$ cat src/logic/cpc_map.vh
// Purpose: Address map, field layout and codes of the core power controller
// Assumes: Included by every design file of the block
// Notes:   Definitions only
`ifndef CPC_MAP_VH
`define CPC_MAP_VH

// Register byte addresses
`define CPC_ADDR_W        12
`define CPC_OFF_ADDR      12'h000
`define CPC_ON_ADDR       12'h004
`define CPC_CLOFF_ADDR    12'h008
`define CPC_WAKE_ADDR     12'h00c
`define CPC_STAT_ADDR     12'h010

// Affinity layout
`define CPC_AFF_W         24
`define CPC_AFF_MSB       23
`define CPC_L2_MSB        23
`define CPC_L2_LSB        16
`define CPC_L1_MSB        15
`define CPC_L1_LSB        8
`define CPC_L0_MSB        7
`define CPC_L0_LSB        0
`define CPC_CPU_IDX_MSB   1
`define CPC_AFF_RESET     24'h00_0000
`define CPC_LVL_ZERO      8'h00
`define CPC_RSVD_BYTE     8'h00
`define CPC_RSVD_WAKE     7'h00
`define CPC_WORD_ZERO     32'h0000_0000

// Wakeup register
`define CPC_WEN_BIT       31

// Status register
`define CPC_ST_L2         31
`define CPC_ST_L1         30
`define CPC_ST_L0         29
`define CPC_ST_WEN        28
`define CPC_ST_CPEND      27
`define CPC_ST_PP         26
`define CPC_ST_WHY_MSB    25
`define CPC_ST_WHY_LSB    24

// Power-on reason codes
`define CPC_WHY_COLD      2'h0
`define CPC_WHY_RESET     2'h1
`define CPC_WHY_PON       2'h2
`define CPC_WHY_IRQ       2'h3

// Topology: two clusters of four cores
`define CPC_NCORE         8
`define CPC_NCLUS         2
`define CPC_IDX_W         3
`define CPC_NCLUS_B       8'h02
`define CPC_CPC_B         8'h04
`define CPC_CPC_LOG       2

// Default startup list: every core of cluster 0
`define CPC_STARTUP       8'h0f

`endif

$ cat src/logic/cpc_sync.v
// Purpose: Three-stage input synchroniser with agreement filter
// Assumes: Input comes from outside the pclk domain
// Notes:   Output follows only once stages two and three agree
`include "cpc_map.vh"

module cpc_sync #(
    parameter W = 1
) (
    input  wire         pclk,
    input  wire         presetn,
    input  wire         pce,
    input  wire [W-1:0] d,
    output reg  [W-1:0] q
);

reg [W-1:0] s1;
reg [W-1:0] s2;
reg [W-1:0] s3;

always @(posedge pclk or negedge presetn)
begin
    if (!presetn)
    begin
        s1 <= {W{1'b0}};
        s2 <= {W{1'b0}};
        s3 <= {W{1'b0}};
        q  <= {W{1'b0}};
    end
    else if (pce)
    begin
        // First stage feeds only the second
        s1 <= d;
        s2 <= s1;
        s3 <= s2;
        if (s2 == s3)
        begin
            q <= s3;
        end
    end
end

endmodule // cpc_sync

$ cat src/logic/cpc_core_slot.v
// Purpose: Power state of one core
// Assumes: Request pulses are one pclk cycle wide and already checked
// Notes:   Startup bit is a constant, so reset loads no port value
`include "cpc_map.vh"

module cpc_core_slot #(
    parameter STARTUP = 1'b0
) (
    input  wire       pclk,
    input  wire       presetn,
    input  wire       pce,
    input  wire       sys_reset,
    input  wire       off_req,
    input  wire       on_req,
    input  wire       wen_wr,
    input  wire       wen_val,
    input  wire       cluster_down,
    input  wire       wake_irq,
    input  wire       standby,
    output reg        powered,
    output reg        pending_off,
    output reg        wake_en,
    output reg  [1:0] reason
);

always @(posedge pclk or negedge presetn)
begin
    if (!presetn)
    begin
        powered     <= STARTUP;
        pending_off <= 1'b0;
        wake_en     <= 1'b0;
        reason      <= `CPC_WHY_COLD;
    end
    else if (pce)
    begin
        if (sys_reset)
        begin
            powered     <= STARTUP;
            pending_off <= 1'b0;
            wake_en     <= 1'b0;
            reason      <= `CPC_WHY_RESET;
        end
        else
        begin
            if (wen_wr)
            begin
                wake_en <= wen_val;
            end
            if (cluster_down)
            begin
                powered     <= 1'b0;
                pending_off <= 1'b0;
            end
            else if (powered)
            begin
                if (pending_off && standby)
                begin
                    powered     <= 1'b0;
                    pending_off <= 1'b0;
                end
                else if (off_req)
                begin
                    pending_off <= 1'b1;
                end
            end
            else if (on_req)
            begin
                powered <= 1'b1;
                reason  <= `CPC_WHY_PON;
            end
            else if (wake_irq && wake_en)
            begin
                powered <= 1'b1;
                reason  <= `CPC_WHY_IRQ;
            end
        end
    end
end

endmodule // cpc_core_slot

$ cat src/logic/cpc_top.v
// Purpose: Core power controller, APB register slave
// Assumes: req_affinity names the core issuing the current APB transfer
// Notes:   Every transfer takes two access cycles; errors answer with pslverr
//
// Summary of operation
// - Affinity is 24 bits, three byte levels
// - Startup list powers cores at reset
// - Startup list selects cores, one mask bit per core
// - Five registers at consecutive word offsets
// - Processor-off write suspends the core
// - Off target differing from requester errors
// - Processor-on write powers up named core
// - On target equal to requester errors
// - Cluster-off write turns whole cluster off
// - Wakeup bit plus affinity enables wake
// - Status reports 2-bit power-on reason
// - Status flags pending cluster-off
`include "cpc_map.vh"

module cpc_top #(
    parameter [`CPC_NCORE-1:0] STARTUP_MASK = `CPC_STARTUP
) (
    input  wire                   pclk,
    input  wire                   presetn,
    input  wire                   pce,
    input  wire                   psel,
    input  wire                   penable,
    input  wire                   pwrite,
    input  wire [`CPC_ADDR_W-1:0] paddr,
    input  wire [31:0]            pwdata,
    input  wire [`CPC_AFF_W-1:0]  req_affinity,
    input  wire                   sys_reset_n,
    input  wire [`CPC_NCORE-1:0]  wake_request,
    input  wire [`CPC_NCORE-1:0]  core_standby,
    input  wire [`CPC_NCLUS-1:0]  level2_standby_signal,
    output reg  [31:0]            prdata,
    output reg                    pready,
    output reg                    pslverr,
    output reg  [`CPC_NCORE-1:0]  core_power_on,
    output reg  [`CPC_NCLUS-1:0]  cluster_power_on
);

localparam ST_IDLE = 2'b01;
localparam ST_DONE = 2'b10;

reg  [1:0]             state;
reg  [1:0]             next_state;
reg  [`CPC_AFF_W-1:0]  off_reg;
reg  [`CPC_AFF_W-1:0]  on_reg;
reg  [`CPC_AFF_W-1:0]  cloff_reg;
reg  [`CPC_AFF_W-1:0]  wake_reg;
reg                    wake_bit;
reg  [`CPC_AFF_W-1:0]  stat_reg;
reg  [`CPC_NCLUS-1:0]  cl_pending;
reg  [31:0]            rd_word;
reg                    acc_err;
reg                    aff_ok;
reg                    stat_ok;
reg  [`CPC_IDX_W-1:0]  idx;
reg  [`CPC_IDX_W-1:0]  stat_idx;
reg                    is_off;
reg                    is_on;
reg                    is_cloff;
reg                    is_wake;

wire [`CPC_AFF_W-1:0]  wr_aff;
wire                   commit;
wire                   sys_reset_q;
wire [`CPC_NCORE-1:0]  wake_q;
wire [`CPC_NCORE-1:0]  standby_q;
wire [`CPC_NCLUS-1:0]  l2_standby_q;
wire [`CPC_NCORE-1:0]  powered;
wire [`CPC_NCORE-1:0]  pend_off;
wire [`CPC_NCORE-1:0]  wake_en;
wire [2*`CPC_NCORE-1:0] reason;
wire [`CPC_NCLUS-1:0]  cluster_down;
wire [`CPC_NCLUS-1:0]  cluster_any;

assign wr_aff = pwdata[`CPC_AFF_MSB:0];

// Writes act only at the edge that completes the transfer
assign commit = psel && penable && pwrite && pready && !pslverr
                && (state == ST_DONE);

// affinity decode, level 2 must be zero
function aff_valid;
    input [`CPC_AFF_W-1:0] a;
    begin
        aff_valid = (a[`CPC_L2_MSB:`CPC_L2_LSB] == `CPC_LVL_ZERO)
                    && (a[`CPC_L1_MSB:`CPC_L1_LSB] < `CPC_NCLUS_B)
                    && (a[`CPC_L0_MSB:`CPC_L0_LSB] < `CPC_CPC_B);
    end
endfunction

function [`CPC_IDX_W-1:0] aff_index;
    input [`CPC_AFF_W-1:0] a;
    begin
        aff_index = {a[`CPC_L1_LSB], a[`CPC_CPU_IDX_MSB:`CPC_L0_LSB]};
    end
endfunction

// Pins from outside the clock domain
cpc_sync #(.W(1)) u_sync_rst (
    .pclk    (pclk),
    .presetn (presetn),
    .pce     (pce),
    .d       (~sys_reset_n),
    .q       (sys_reset_q)
);

cpc_sync #(.W(`CPC_NCORE)) u_sync_wake (
    .pclk    (pclk),
    .presetn (presetn),
    .pce     (pce),
    .d       (wake_request),
    .q       (wake_q)
);

cpc_sync #(.W(`CPC_NCORE)) u_sync_stby (
    .pclk    (pclk),
    .presetn (presetn),
    .pce     (pce),
    .d       (core_standby),
    .q       (standby_q)
);

cpc_sync #(.W(`CPC_NCLUS)) u_sync_l2 (
    .pclk    (pclk),
    .presetn (presetn),
    .pce     (pce),
    .d       (level2_standby_signal),
    .q       (l2_standby_q)
);

// Decode and access check
always @*
begin
    aff_ok   = aff_valid(wr_aff);
    idx      = aff_index(wr_aff);
    stat_ok  = aff_valid(stat_reg);
    stat_idx = aff_index(stat_reg);
    is_off   = 1'b0;
    is_on    = 1'b0;
    is_cloff = 1'b0;
    is_wake  = 1'b0;
    rd_word  = `CPC_WORD_ZERO;
    acc_err  = 1'b0;
    case (paddr)
        `CPC_OFF_ADDR:
        begin
            is_off  = 1'b1;
            rd_word = {`CPC_RSVD_BYTE, off_reg};
            acc_err = pwrite && (!aff_ok || (wr_aff != req_affinity));
        end
        `CPC_ON_ADDR:
        begin
            is_on   = 1'b1;
            rd_word = {`CPC_RSVD_BYTE, on_reg};
            // on must not name the requester
            acc_err = pwrite && (!aff_ok || (wr_aff == req_affinity));
        end
        `CPC_CLOFF_ADDR:
        begin
            is_cloff = 1'b1;
            rd_word  = {`CPC_RSVD_BYTE, cloff_reg};
            acc_err  = pwrite && (!aff_ok || (wr_aff != req_affinity));
        end
        `CPC_WAKE_ADDR:
        begin
            is_wake = 1'b1;
            rd_word = {wake_bit, `CPC_RSVD_WAKE, wake_reg};
            acc_err = pwrite && !aff_ok;
        end
        `CPC_STAT_ADDR:
        begin
            acc_err = pwrite && !aff_ok;
            rd_word[`CPC_AFF_MSB:0] = stat_reg;
            if (stat_ok)
            begin
                // Level 2 is not implemented and reads as zero
                rd_word[`CPC_ST_L1] = cluster_any[stat_idx[`CPC_IDX_W-1]];
                rd_word[`CPC_ST_L0] = powered[stat_idx];
                rd_word[`CPC_ST_WEN] = wake_en[stat_idx];
                rd_word[`CPC_ST_CPEND] = cl_pending[stat_idx[`CPC_IDX_W-1]];
                rd_word[`CPC_ST_PP] = pend_off[stat_idx];
                rd_word[`CPC_ST_WHY_MSB:`CPC_ST_WHY_LSB] =
                    reason[2*stat_idx +: 2];
            end
        end
        default:
        begin
            acc_err = 1'b1;
        end
    endcase
end

// APB handshake: one wait cycle, then pready for one cycle
always @*
begin
    next_state = state;
    case (state)
        ST_IDLE:
        begin
            if (psel && penable)
            begin
                next_state = ST_DONE;
            end
        end
        ST_DONE:
        begin
            next_state = ST_IDLE;
        end
        default:
        begin
            next_state = ST_IDLE;
        end
    endcase
end

always @(posedge pclk or negedge presetn)
begin
    if (!presetn)
    begin
        state   <= ST_IDLE;
        pready  <= 1'b0;
        pslverr <= 1'b0;
        prdata  <= `CPC_WORD_ZERO;
    end
    else if (pce)
    begin
        state <= next_state;
        if ((state == ST_IDLE) && psel && penable)
        begin
            pready  <= 1'b1;
            pslverr <= acc_err;
            prdata  <= pwrite ? `CPC_WORD_ZERO : rd_word;
        end
        else
        begin
            pready  <= 1'b0;
            pslverr <= 1'b0;
            prdata  <= `CPC_WORD_ZERO;
        end
    end
end

// Register storage
always @(posedge pclk or negedge presetn)
begin
    if (!presetn)
    begin
        off_reg   <= `CPC_AFF_RESET;
        on_reg    <= `CPC_AFF_RESET;
        cloff_reg <= `CPC_AFF_RESET;
        wake_reg  <= `CPC_AFF_RESET;
        wake_bit  <= 1'b0;
        stat_reg  <= `CPC_AFF_RESET;
    end
    else if (pce && commit)
    begin
        case (paddr)
            `CPC_OFF_ADDR:   off_reg   <= wr_aff;
            `CPC_ON_ADDR:    on_reg    <= wr_aff;
            `CPC_CLOFF_ADDR: cloff_reg <= wr_aff;
            `CPC_WAKE_ADDR:
            begin
                wake_reg <= wr_aff;
                wake_bit <= pwdata[`CPC_WEN_BIT];
            end
            `CPC_STAT_ADDR:  stat_reg  <= wr_aff;
            default:         stat_reg  <= stat_reg;
        endcase
    end
end

// cluster waits for its level-2 standby
assign cluster_down = cl_pending & l2_standby_q;

always @(posedge pclk or negedge presetn)
begin
    if (!presetn)
    begin
        cl_pending <= {`CPC_NCLUS{1'b0}};
    end
    else if (pce)
    begin
        if (sys_reset_q)
        begin
            cl_pending <= {`CPC_NCLUS{1'b0}};
        end
        else
        begin
            // A new request in the same cycle as completion wins
            cl_pending <= (cl_pending & ~cluster_down)
                          | ((commit && is_cloff) ?
                             ({{(`CPC_NCLUS-1){1'b0}}, 1'b1} << idx[`CPC_IDX_W-1])
                             : {`CPC_NCLUS{1'b0}});
        end
    end
end

genvar gi;
generate
    for (gi = 0; gi < `CPC_NCORE; gi = gi + 1)
    begin : g_core
        cpc_core_slot #(
            .STARTUP (STARTUP_MASK[gi])
        ) u_slot (
            .pclk         (pclk),
            .presetn      (presetn),
            .pce          (pce),
            .sys_reset    (sys_reset_q),
            // suspend request to the named core
            .off_req      (commit && is_off && (idx == gi)),
            // power-on request to the named core
            .on_req       (commit && is_on && (idx == gi)),
            .wen_wr       (commit && is_wake && (idx == gi)),
            .wen_val      (pwdata[`CPC_WEN_BIT]),
            .cluster_down (cluster_down[gi >> `CPC_CPC_LOG]),
            .wake_irq     (wake_q[gi]),
            .standby      (standby_q[gi]),
            .powered      (powered[gi]),
            .pending_off  (pend_off[gi]),
            .wake_en      (wake_en[gi]),
            .reason       (reason[2*gi +: 2])
        );
    end
    for (gi = 0; gi < `CPC_NCLUS; gi = gi + 1)
    begin : g_clus
        assign cluster_any[gi] = |powered[gi*4 +: 4];
    end
endgenerate

// Registered copies so outputs come from flops in this module
always @(posedge pclk or negedge presetn)
begin
    if (!presetn)
    begin
        core_power_on    <= {`CPC_NCORE{1'b0}};
        cluster_power_on <= {`CPC_NCLUS{1'b0}};
    end
    else if (pce)
    begin
        core_power_on    <= powered;
        cluster_power_on <= cluster_any;
    end
end

endmodule // cpc_top

$ cat config.mk
export PLATFORM = sky130hd
export DESIGN_NAME = cpc_top
export DESIGN_NICKNAME = d
export VERILOG_FILES = /design/src/logic/cpc_sync.v /design/src/logic/cpc_core_slot.v /design/src/logic/cpc_top.v
export VERILOG_INCLUDE_DIRS = /design/src /design/src/logic
export SDC_FILE = /design/constraint.sdc
export NUM_CORES = 1
export LEC_CHECK = 0
export BUFFER_PORTS_ARGS = -buffer_cell sky130_fd_sc_hd__buf_2
export CAP_MARGIN = 5
export CORE_UTILIZATION = 63
export DETAILED_ROUTE_END_ITERATION = 10
export PLACE_DENSITY = 0.84
export SLEW_MARGIN = 20
export SYNTH_ARGS = -nofsm -noshare
export SYNTH_HDL_FRONTEND = slang
export SYNTH_SLANG_ARGS = --single-unit
$ cat constraint.sdc
create_clock -name pclk -period 3.3 [get_ports pclk]
set_input_delay 0 -clock pclk [delete_from_list [all_inputs] [get_ports pclk]]
set_output_delay 0 -clock pclk [all_outputs]
set_load 0.1 [all_outputs]
==> flow_metrics.env, run 1 <==
export IMPL_nets=1303
export IMPL_r2r_start="state[0]"
export IMPL_multi_input_area_mm2=0.005487
export IMPL_p_total_mw=7.804
export IMPL_grt_antenna_before_repair=0
export IMPL_postRouteAntennaNets=0
export IMPL_diodes=0
export IMPL_slew_headroom_pct=36.50
export IMPL_grt_max_degree=108
export IMPL_grt_first_pass_wirelength_um=51110
export IMPL_num_rows=51
export IMPL_fillers=1192
export IMPL_drt_iter0_drc=879
export IMPL_dieArea_mm2=0.02102
export IMPL_wl_um=30810
export IMPL_min_period_ns=2.493
export IMPL_yosys_area_top_type="dfrtp_1"
export IMPL_die_w_um=145.0
export IMPL_setup_tns_ns=0
export IMPL_cts_sinks=285
export IMPL_setup_viol=0
export IMPL_hold_viol=0
export IMPL_r2r_slack_ns=0.81
export IMPL_clk_latency_ns=0.53
export IMPL_syn_area_per_cell_um2=12.44
export IMPL_drive_above_1_share_pct=34.63
export IMPL_ioPinCount=137
export IMPL_critPathKind="reg2reg"
export IMPL_critical_path_endpoint="prdata[28]"
export IMPL_cts_tree="yes"
export IMPL_synthXorXnorAreaFrac_pct=2.924
export IMPL_maxCapViolations=0
export IMPL_portBuffers=129
export IMPL_core_area_mm2=0.01978
export IMPL_synth_area_leaders="dfrtp_1 (54%), mux2_2 (15%), mux4_2 (5.9%), nand2_1 (4.7%), xnor2_1 (1.7%)"
export IMPL_worstPathArrival_ns=2.94
export IMPL_vias=9355
export IMPL_ys_warn_count=0
export IMPL_htreeDepth=1
export IMPL_yosys_register_bits=285
export IMPL_synth_net_count=1128
export IMPL_drc=0
export IMPL_first_pass_iters=5
export IMPL_synth_top_cells_by_count="dfrtp_1 (280), mux2_2 (176), nand2_1 (162), clkbuf_1 (38)"
export IMPL_synth_fa_ha_area_share_pct=0
export IMPL_grt_pass1_vias=9815
export IMPL_crit_path_start="state[0]"
export IMPL_drv_slew=0
export IMPL_design_area_mm2=0.01526
export IMPL_outcome="finished clean"
export IMPL_track_usage_pct=30.66
export IMPL_gp_congestion=0.8881
export IMPL_worstMarginPinSlew_ns=0.9525
export IMPL_max_freq_mhz=401.1
export IMPL_initial_core_util_pct=65.11
export IMPL_hold_path_cell_count=6
export IMPL_worstHoldPathType="in2reg"
export IMPL_r2r_cells=6
export IMPL_die_y_um=145.0
export IMPL_seqCellArea_mm2=0.007138
export IMPL_root_buffer="clkbuf_16"
export IMPL_largest_reg_flops=32
export IMPL_powerDensity_mw_per_mm2=511.4
export IMPL_yosys_cell_count_top_type="dfrtp_1"
export IMPL_synth_area_mm2=0.01288
export IMPL_synth_async_reset_ratio_pct=100.0
export IMPL_required_ns=3.75
export IMPL_synth_mux_area_share_pct=22.73
export IMPL_synth_cell_type_count=48
export IMPL_fin_crit_sh_pct=75.55
export IMPL_area_growth_syn_to_layout_pct=18.48
export IMPL_ys_flop_type="dfrtp_1"
export IMPL_hold_start="req_affinity[17]"
export IMPL_clkTransAtPathRegs_ns=0.06
export IMPL_avgRoutedWirePerCell_um=20.61
export IMPL_worstPathMaxFanout=12
export IMPL_synthSimpleGateAreaFrac_pct=10.19
export IMPL_synthCells=1035
export IMPL_p_leak_nw=7.248
export IMPL_skew_ns=0.007783
export IMPL_cts_buffer_depth=3
export IMPL_fin_hold_ws_ns=0.05764
export IMPL_yosysTopAreaCellShare_pct=54.40
export IMPL_synth_compound_area_share_pct=6.557
export IMPL_setup_worst_path_start_class="register"
export IMPL_cts_buffers=29
export IMPL_rsz0062_at_grt="no"
export IMPL_ys_seq_area_share_pct=55.42
export IMPL_synth_top_family_by_area="multiplexers"
export IMPL_regMostFlops="prdata"
export IMPL_rr_endpoint="prdata[28]"
export IMPL_vias_per_cell=6.258
export IMPL_placed_cell_area_mm2=0.01388
export IMPL_gr_total_overflow=0
export IMPL_vdd_drop_max_mv=0.4496
export IMPL_dp_hpwl_um=19670
export IMPL_end_kind="register"
export IMPL_synth_edf_count=0
## stage by stage
| step | worst slack [ns] | instances | utilization, % |
|---|---|---|---|
| 2_1_floorplan | 0.5775 | 1035 | - |
| 3_3_place_gp | 0.9107 | 1396 | 70.17 |
| 3_5_place_dp | 0.8374 | 1396 | 70.17 |
| 4_1_cts | 0.8173 | 1495 | 77.14 |
| 5_1_grt | 0.6613 | 1495 | 77.14 |
| 6_report | 0.8068 | 1495 | 77.14 |
## worst min-delay path by stage
stage | slack, ns | end
floorplan | -0.30 | aff_index.a[0]
global placement | 0.11 | u_sync_stby.s1[6]
detailed placement | 0.11 | u_sync_stby.s1[6]
CTS | 0.05 | pready
finish | 0.06 | pslverr
global route | 0.11 | state[1]
## cell families (layout without fill, tap and decap cells)
family | after synthesis | in the layout
flip-flops | 285 | 285
buffers and inverters | 70 | 265
multiplexers | 228 | 228
AO/OA/AOI/OAI | 129 | 129
AND/OR/NAND/NOR | 280 | 280
XOR/XNOR | 43 | 43
## worst max-delay path: stages (launching register included)
cell and delay (ns):
dfstp_2 0.54, or4b_2 0.69, nor2_1 0.18, and4_1 0.23, buf_4 0.23, nand2_1 0.28, o2bb2ai_1 0.26
## per-layer routing
metal  track usage [%]  wire [µm]  share of wire [%]
met2             46.73      14510                 47
met1             43.03      12370                 40
met3             5.377       2567                8.3
met5                 0          0                  0
met4             14.89       1364                4.4
## layout by cell type (no fill, tap or decap), types with 4 or more instances in the layout
cell type and n:
clkbuf_1 8, mux2_2 176, xor2_1 18, dfrtp_1 280, nand3b_1 4, nor4_1 14
nor3_1 6, a21oi_1 36, a21oi_2 4, nand2_1 162, or4b_1 5, nor3b_1 4
a31oi_1 9, mux2i_1 18, nand3_1 16, a22oi_1 25, dfstp_2 5, clkbuf_16 29
nor2_1 36, xnor2_1 25, buf_4 22, dlygate4sd3_1 48, nand4_1 13, inv_1 12
o21ai_0 23, mux4_2 34, o2bb2ai_1 15, buf_2 127, clkbuf_8 7
## final cells by class
cell class,instances,share of cell area (%)
sequential,285,46.78
multi-input combinational,680,35.95
timing repair buffer,201,8.888
clock buffer,44,5.584
tap,265,2.173
inverter,13,0.3198
clock inverter,7,0.3034
## where the power goes
part | total (mW) | switching [mW] | leakage, nW | internal (mW)
clock | 3.08 | 1.31 | 0.434 | 1.77
sequential | 3.91 | 0.216 | 3.78 | 3.70
combinational | 0.808 | 0.428 | 3.04 | 0.380
## timing repair
action                                 in CTS  in global routing
hold buffers                               48                  0
endpoints found under the hold margin     259                  0
buffers inserted                            0                  0
gates resized for setup                     0                  0
setup endpoints to repair                   0                  0
Note: power is estimated with default switching activity, not from simulation.
==> run 2, diff against run 1 <==
- ABC_AREA: not set -> 1
- CORE_UTILIZATION: 63 -> 59
- PLACE_DENSITY: 0.84 -> 0.79
- clock period: 3.3 -> 2.6 ns (I/O delays scaled with it)
==> flow_metrics.env, run 2 <==
export IMPL_synthCells=1586
export IMPL_vias=11630
export IMPL_drv_slew=0
export IMPL_area_growth_syn_to_layout_pct=19.44
export IMPL_ys_warn_count=0
export IMPL_setup_worst_path_start_class="register"
export IMPL_critPathBufInv=2
export IMPL_ys_seq_area_share_pct=54.68
export IMPL_p_leak_nw=7.814
export IMPL_rsz0062_at_grt="no"
export IMPL_gr_total_overflow=0
export IMPL_largest_reg_flops=32
export IMPL_outcome="finished clean"
export IMPL_required_ns=3.01
export IMPL_first_pass_iters=5
export IMPL_vias_per_cell=5.635
export IMPL_drc=0
export IMPL_initial_core_util_pct=60.01
export IMPL_final_cells=2064
export IMPL_yosys_area_top_type="dfrtp_1"
export IMPL_cts_buffer_depth=3
export IMPL_worstPathArrival_ns=2.70
export IMPL_nets=1855
export IMPL_setup_viol=0
export IMPL_placed_cell_area_mm2=0.01404
export IMPL_wl_um=34330
export IMPL_synth_top_cells_by_count="nand2_1 (527), dfrtp_1 (280), o21ai_0 (235), inv_1 (157), nand3_1 (60)"
export IMPL_worstPathMaxFanout=26
export IMPL_worstMarginPinSlew_ns=0.8105
export IMPL_grt_pass1_vias=11023
export IMPL_synth_area_leaders="dfrtp_1 (54%), nand2_1 (15%), o21ai_0 (9.0%), inv_1 (4.5%), nand3_1 (2.3%)"
export IMPL_gp_congestion=0.9312
export IMPL_skew_ns=0.02380
export IMPL_dpl_cell_count=1956
export IMPL_clkTransAtPathRegs_ns=0.06
export IMPL_min_period_ns=2.287
export IMPL_end_kind="register"
export IMPL_hold_viol=0
export IMPL_clk_latency_ns=0.55
export IMPL_num_rows=54
export IMPL_critPathKind="reg2reg"
export IMPL_root_buffer="clkbuf_16"
export IMPL_diodes=0
export IMPL_worstHoldPathType="in2reg"
export IMPL_core_area_mm2=0.02176
export IMPL_die_y_um=150.8
export IMPL_synth_edf_count=0
export IMPL_cpPeakStageDelay_ns=0.53
export IMPL_portBuffers=129
export IMPL_cts_sinks=285
export IMPL_slew_headroom_pct=45.97
export IMPL_cts_tree="yes"
export IMPL_path_cells="inv_2 > nor4_4 > nand2_2 > nor2_4 > inv_1 > nand2_1 > o21ai_0"
export IMPL_avgRoutedWirePerCell_um=16.63
export IMPL_drt_iter0_drc=1134
export IMPL_vdd_drop_max_mv=0.5086
export IMPL_fin_crit_sh_pct=87.96
export IMPL_cts_buffers=29
export IMPL_cp_top_family="simple AND/OR/NAND/NOR gates"
export IMPL_yosysTopAreaCellShare_pct=53.67
export IMPL_ys_flop_type="dfrtp_1"
export IMPL_grt_max_degree=93
export IMPL_grt_antenna_before_repair=0
export IMPL_synth_area_mm2=0.01306
export IMPL_cp_slowest_cell="nor2_4"
export IMPL_ioPinCount=137
export IMPL_grt_first_pass_wirelength_um=55860
export IMPL_dp_hpwl_um=22970
export IMPL_syn_area_per_cell_um2=8.231
export IMPL_powerDensity_mw_per_mm2=703.7
export IMPL_yosys_cell_count_top_type="nand2_1"
export IMPL_synth_async_reset_ratio_pct=100.0
export IMPL_dieArea_mm2=0.02273
export IMPL_design_area_mm2=0.01559
export IMPL_utilization_pct=71.67
export IMPL_mostFrequentLayoutCells="nand2_1 (527), dfrtp_1 (280), o21ai_0 (235), inv_1 (157), buf_2 (128)"
export IMPL_synth_net_count=1679
export IMPL_synth_cell_type_count=43
export IMPL_yosys_register_bits=285
export IMPL_maxCapViolations=0
export IMPL_max_freq_mhz=437.3
export IMPL_setup_tns_ns=0
export IMPL_final_common_cell="nand2_1"
export IMPL_die_w_um=150.8
export IMPL_track_usage_pct=31.48
export IMPL_drive_above_1_share_pct=13.45
export IMPL_regMostFlops="prdata"
export IMPL_htreeDepth=1
export IMPL_postRouteAntennaNets=0
export IMPL_ctsResizeCount=0
==> run 2: cell types whose count changed after synthesis, sizes merged, moves of 20 or more <==
cell / change
nand2: +366
o21ai: +244
inv: +149
mux4: -34
mux2: -176
xnor2: -20
nand3: +44
==> run 2: routing by layer <==
metal  up-vias  GRT usage (%)  share of wire, %
met2       486          50.02                46
met3        79          4.424               8.3
li1       5555              -                 -
met5         -              0                 0
met1      5510          45.20                43
met4         0          9.000               2.6
==> run 2: worst paths after layout <==
kind                                        from  slack [ns]  cells after the start                 to
worst max-delay path                    state[1]        0.31                      7       wake_reg[22]
worst min-delay path                     penable       0.003                      5            pslverr
worst max register to register          state[1]        0.31                      7       wake_reg[22]
worst min register to register  core_power_on[1]        0.46                      2   core_power_on[1]
max in group asynchronous                presetn        1.62                      3  u_sync_wake.s3[0]
min in group asynchronous                presetn        0.04                      2   core_power_on[1]
==> run 2: tightest hold or removal path: cells and delay by family <==
kind / cells / cell delay (ns)
simple gates: 4 / 0.40
buf+inv: 1 / 0.10
==> run 2: cells by family after synthesis <==
logic type | share of synthesized area [%]
XOR/XNOR | 0.4696
flip-flops | 54.68
AO/OA/AOI/OAI | 15.86
buffers and inverters | 7.456
AND/OR/NAND/NOR | 21.54
==> run 2: repair_timing <==
action | in CTS | in global routing
hold buffers | 55 | 0
setup buffers | 0 | 0
endpoints found under the hold margin | 336 | 0
==> run 2: final cells by class <==
cell class,count,area (µm²)
Clock buffer,38,799.5
Clock inverter,15,205.2
Fill cell,1690,6163
Inverter,165,619.3
Multi-Input combinational cell,1062,4949
Sequential cell,285,7138
Tap cell,280,350.3
Timing Repair Buffer,219,1531
==> run 2: stage by stage <==
stage	setup slack, ns	total power [mW]	hold WS [ns]
detailed placement	0.3215	6.580	0.03986
floorplan	0.3314	6.051	-0.2956
finish	0.3131	10.97	0.002614
global placement	0.4533	6.521	0.03211
global route	0.07716	11.39	0.01813
CTS	0.3178	11.00	0.004193
==> run 2: power breakdown <==
group / switching (mW) / total [mW] / internal, mW
Clock: 1.74 / 4.39 / 2.65
Sequential: 0.290 / 5.13 / 4.84
Combinational: 1.01 / 1.45 / 0.446
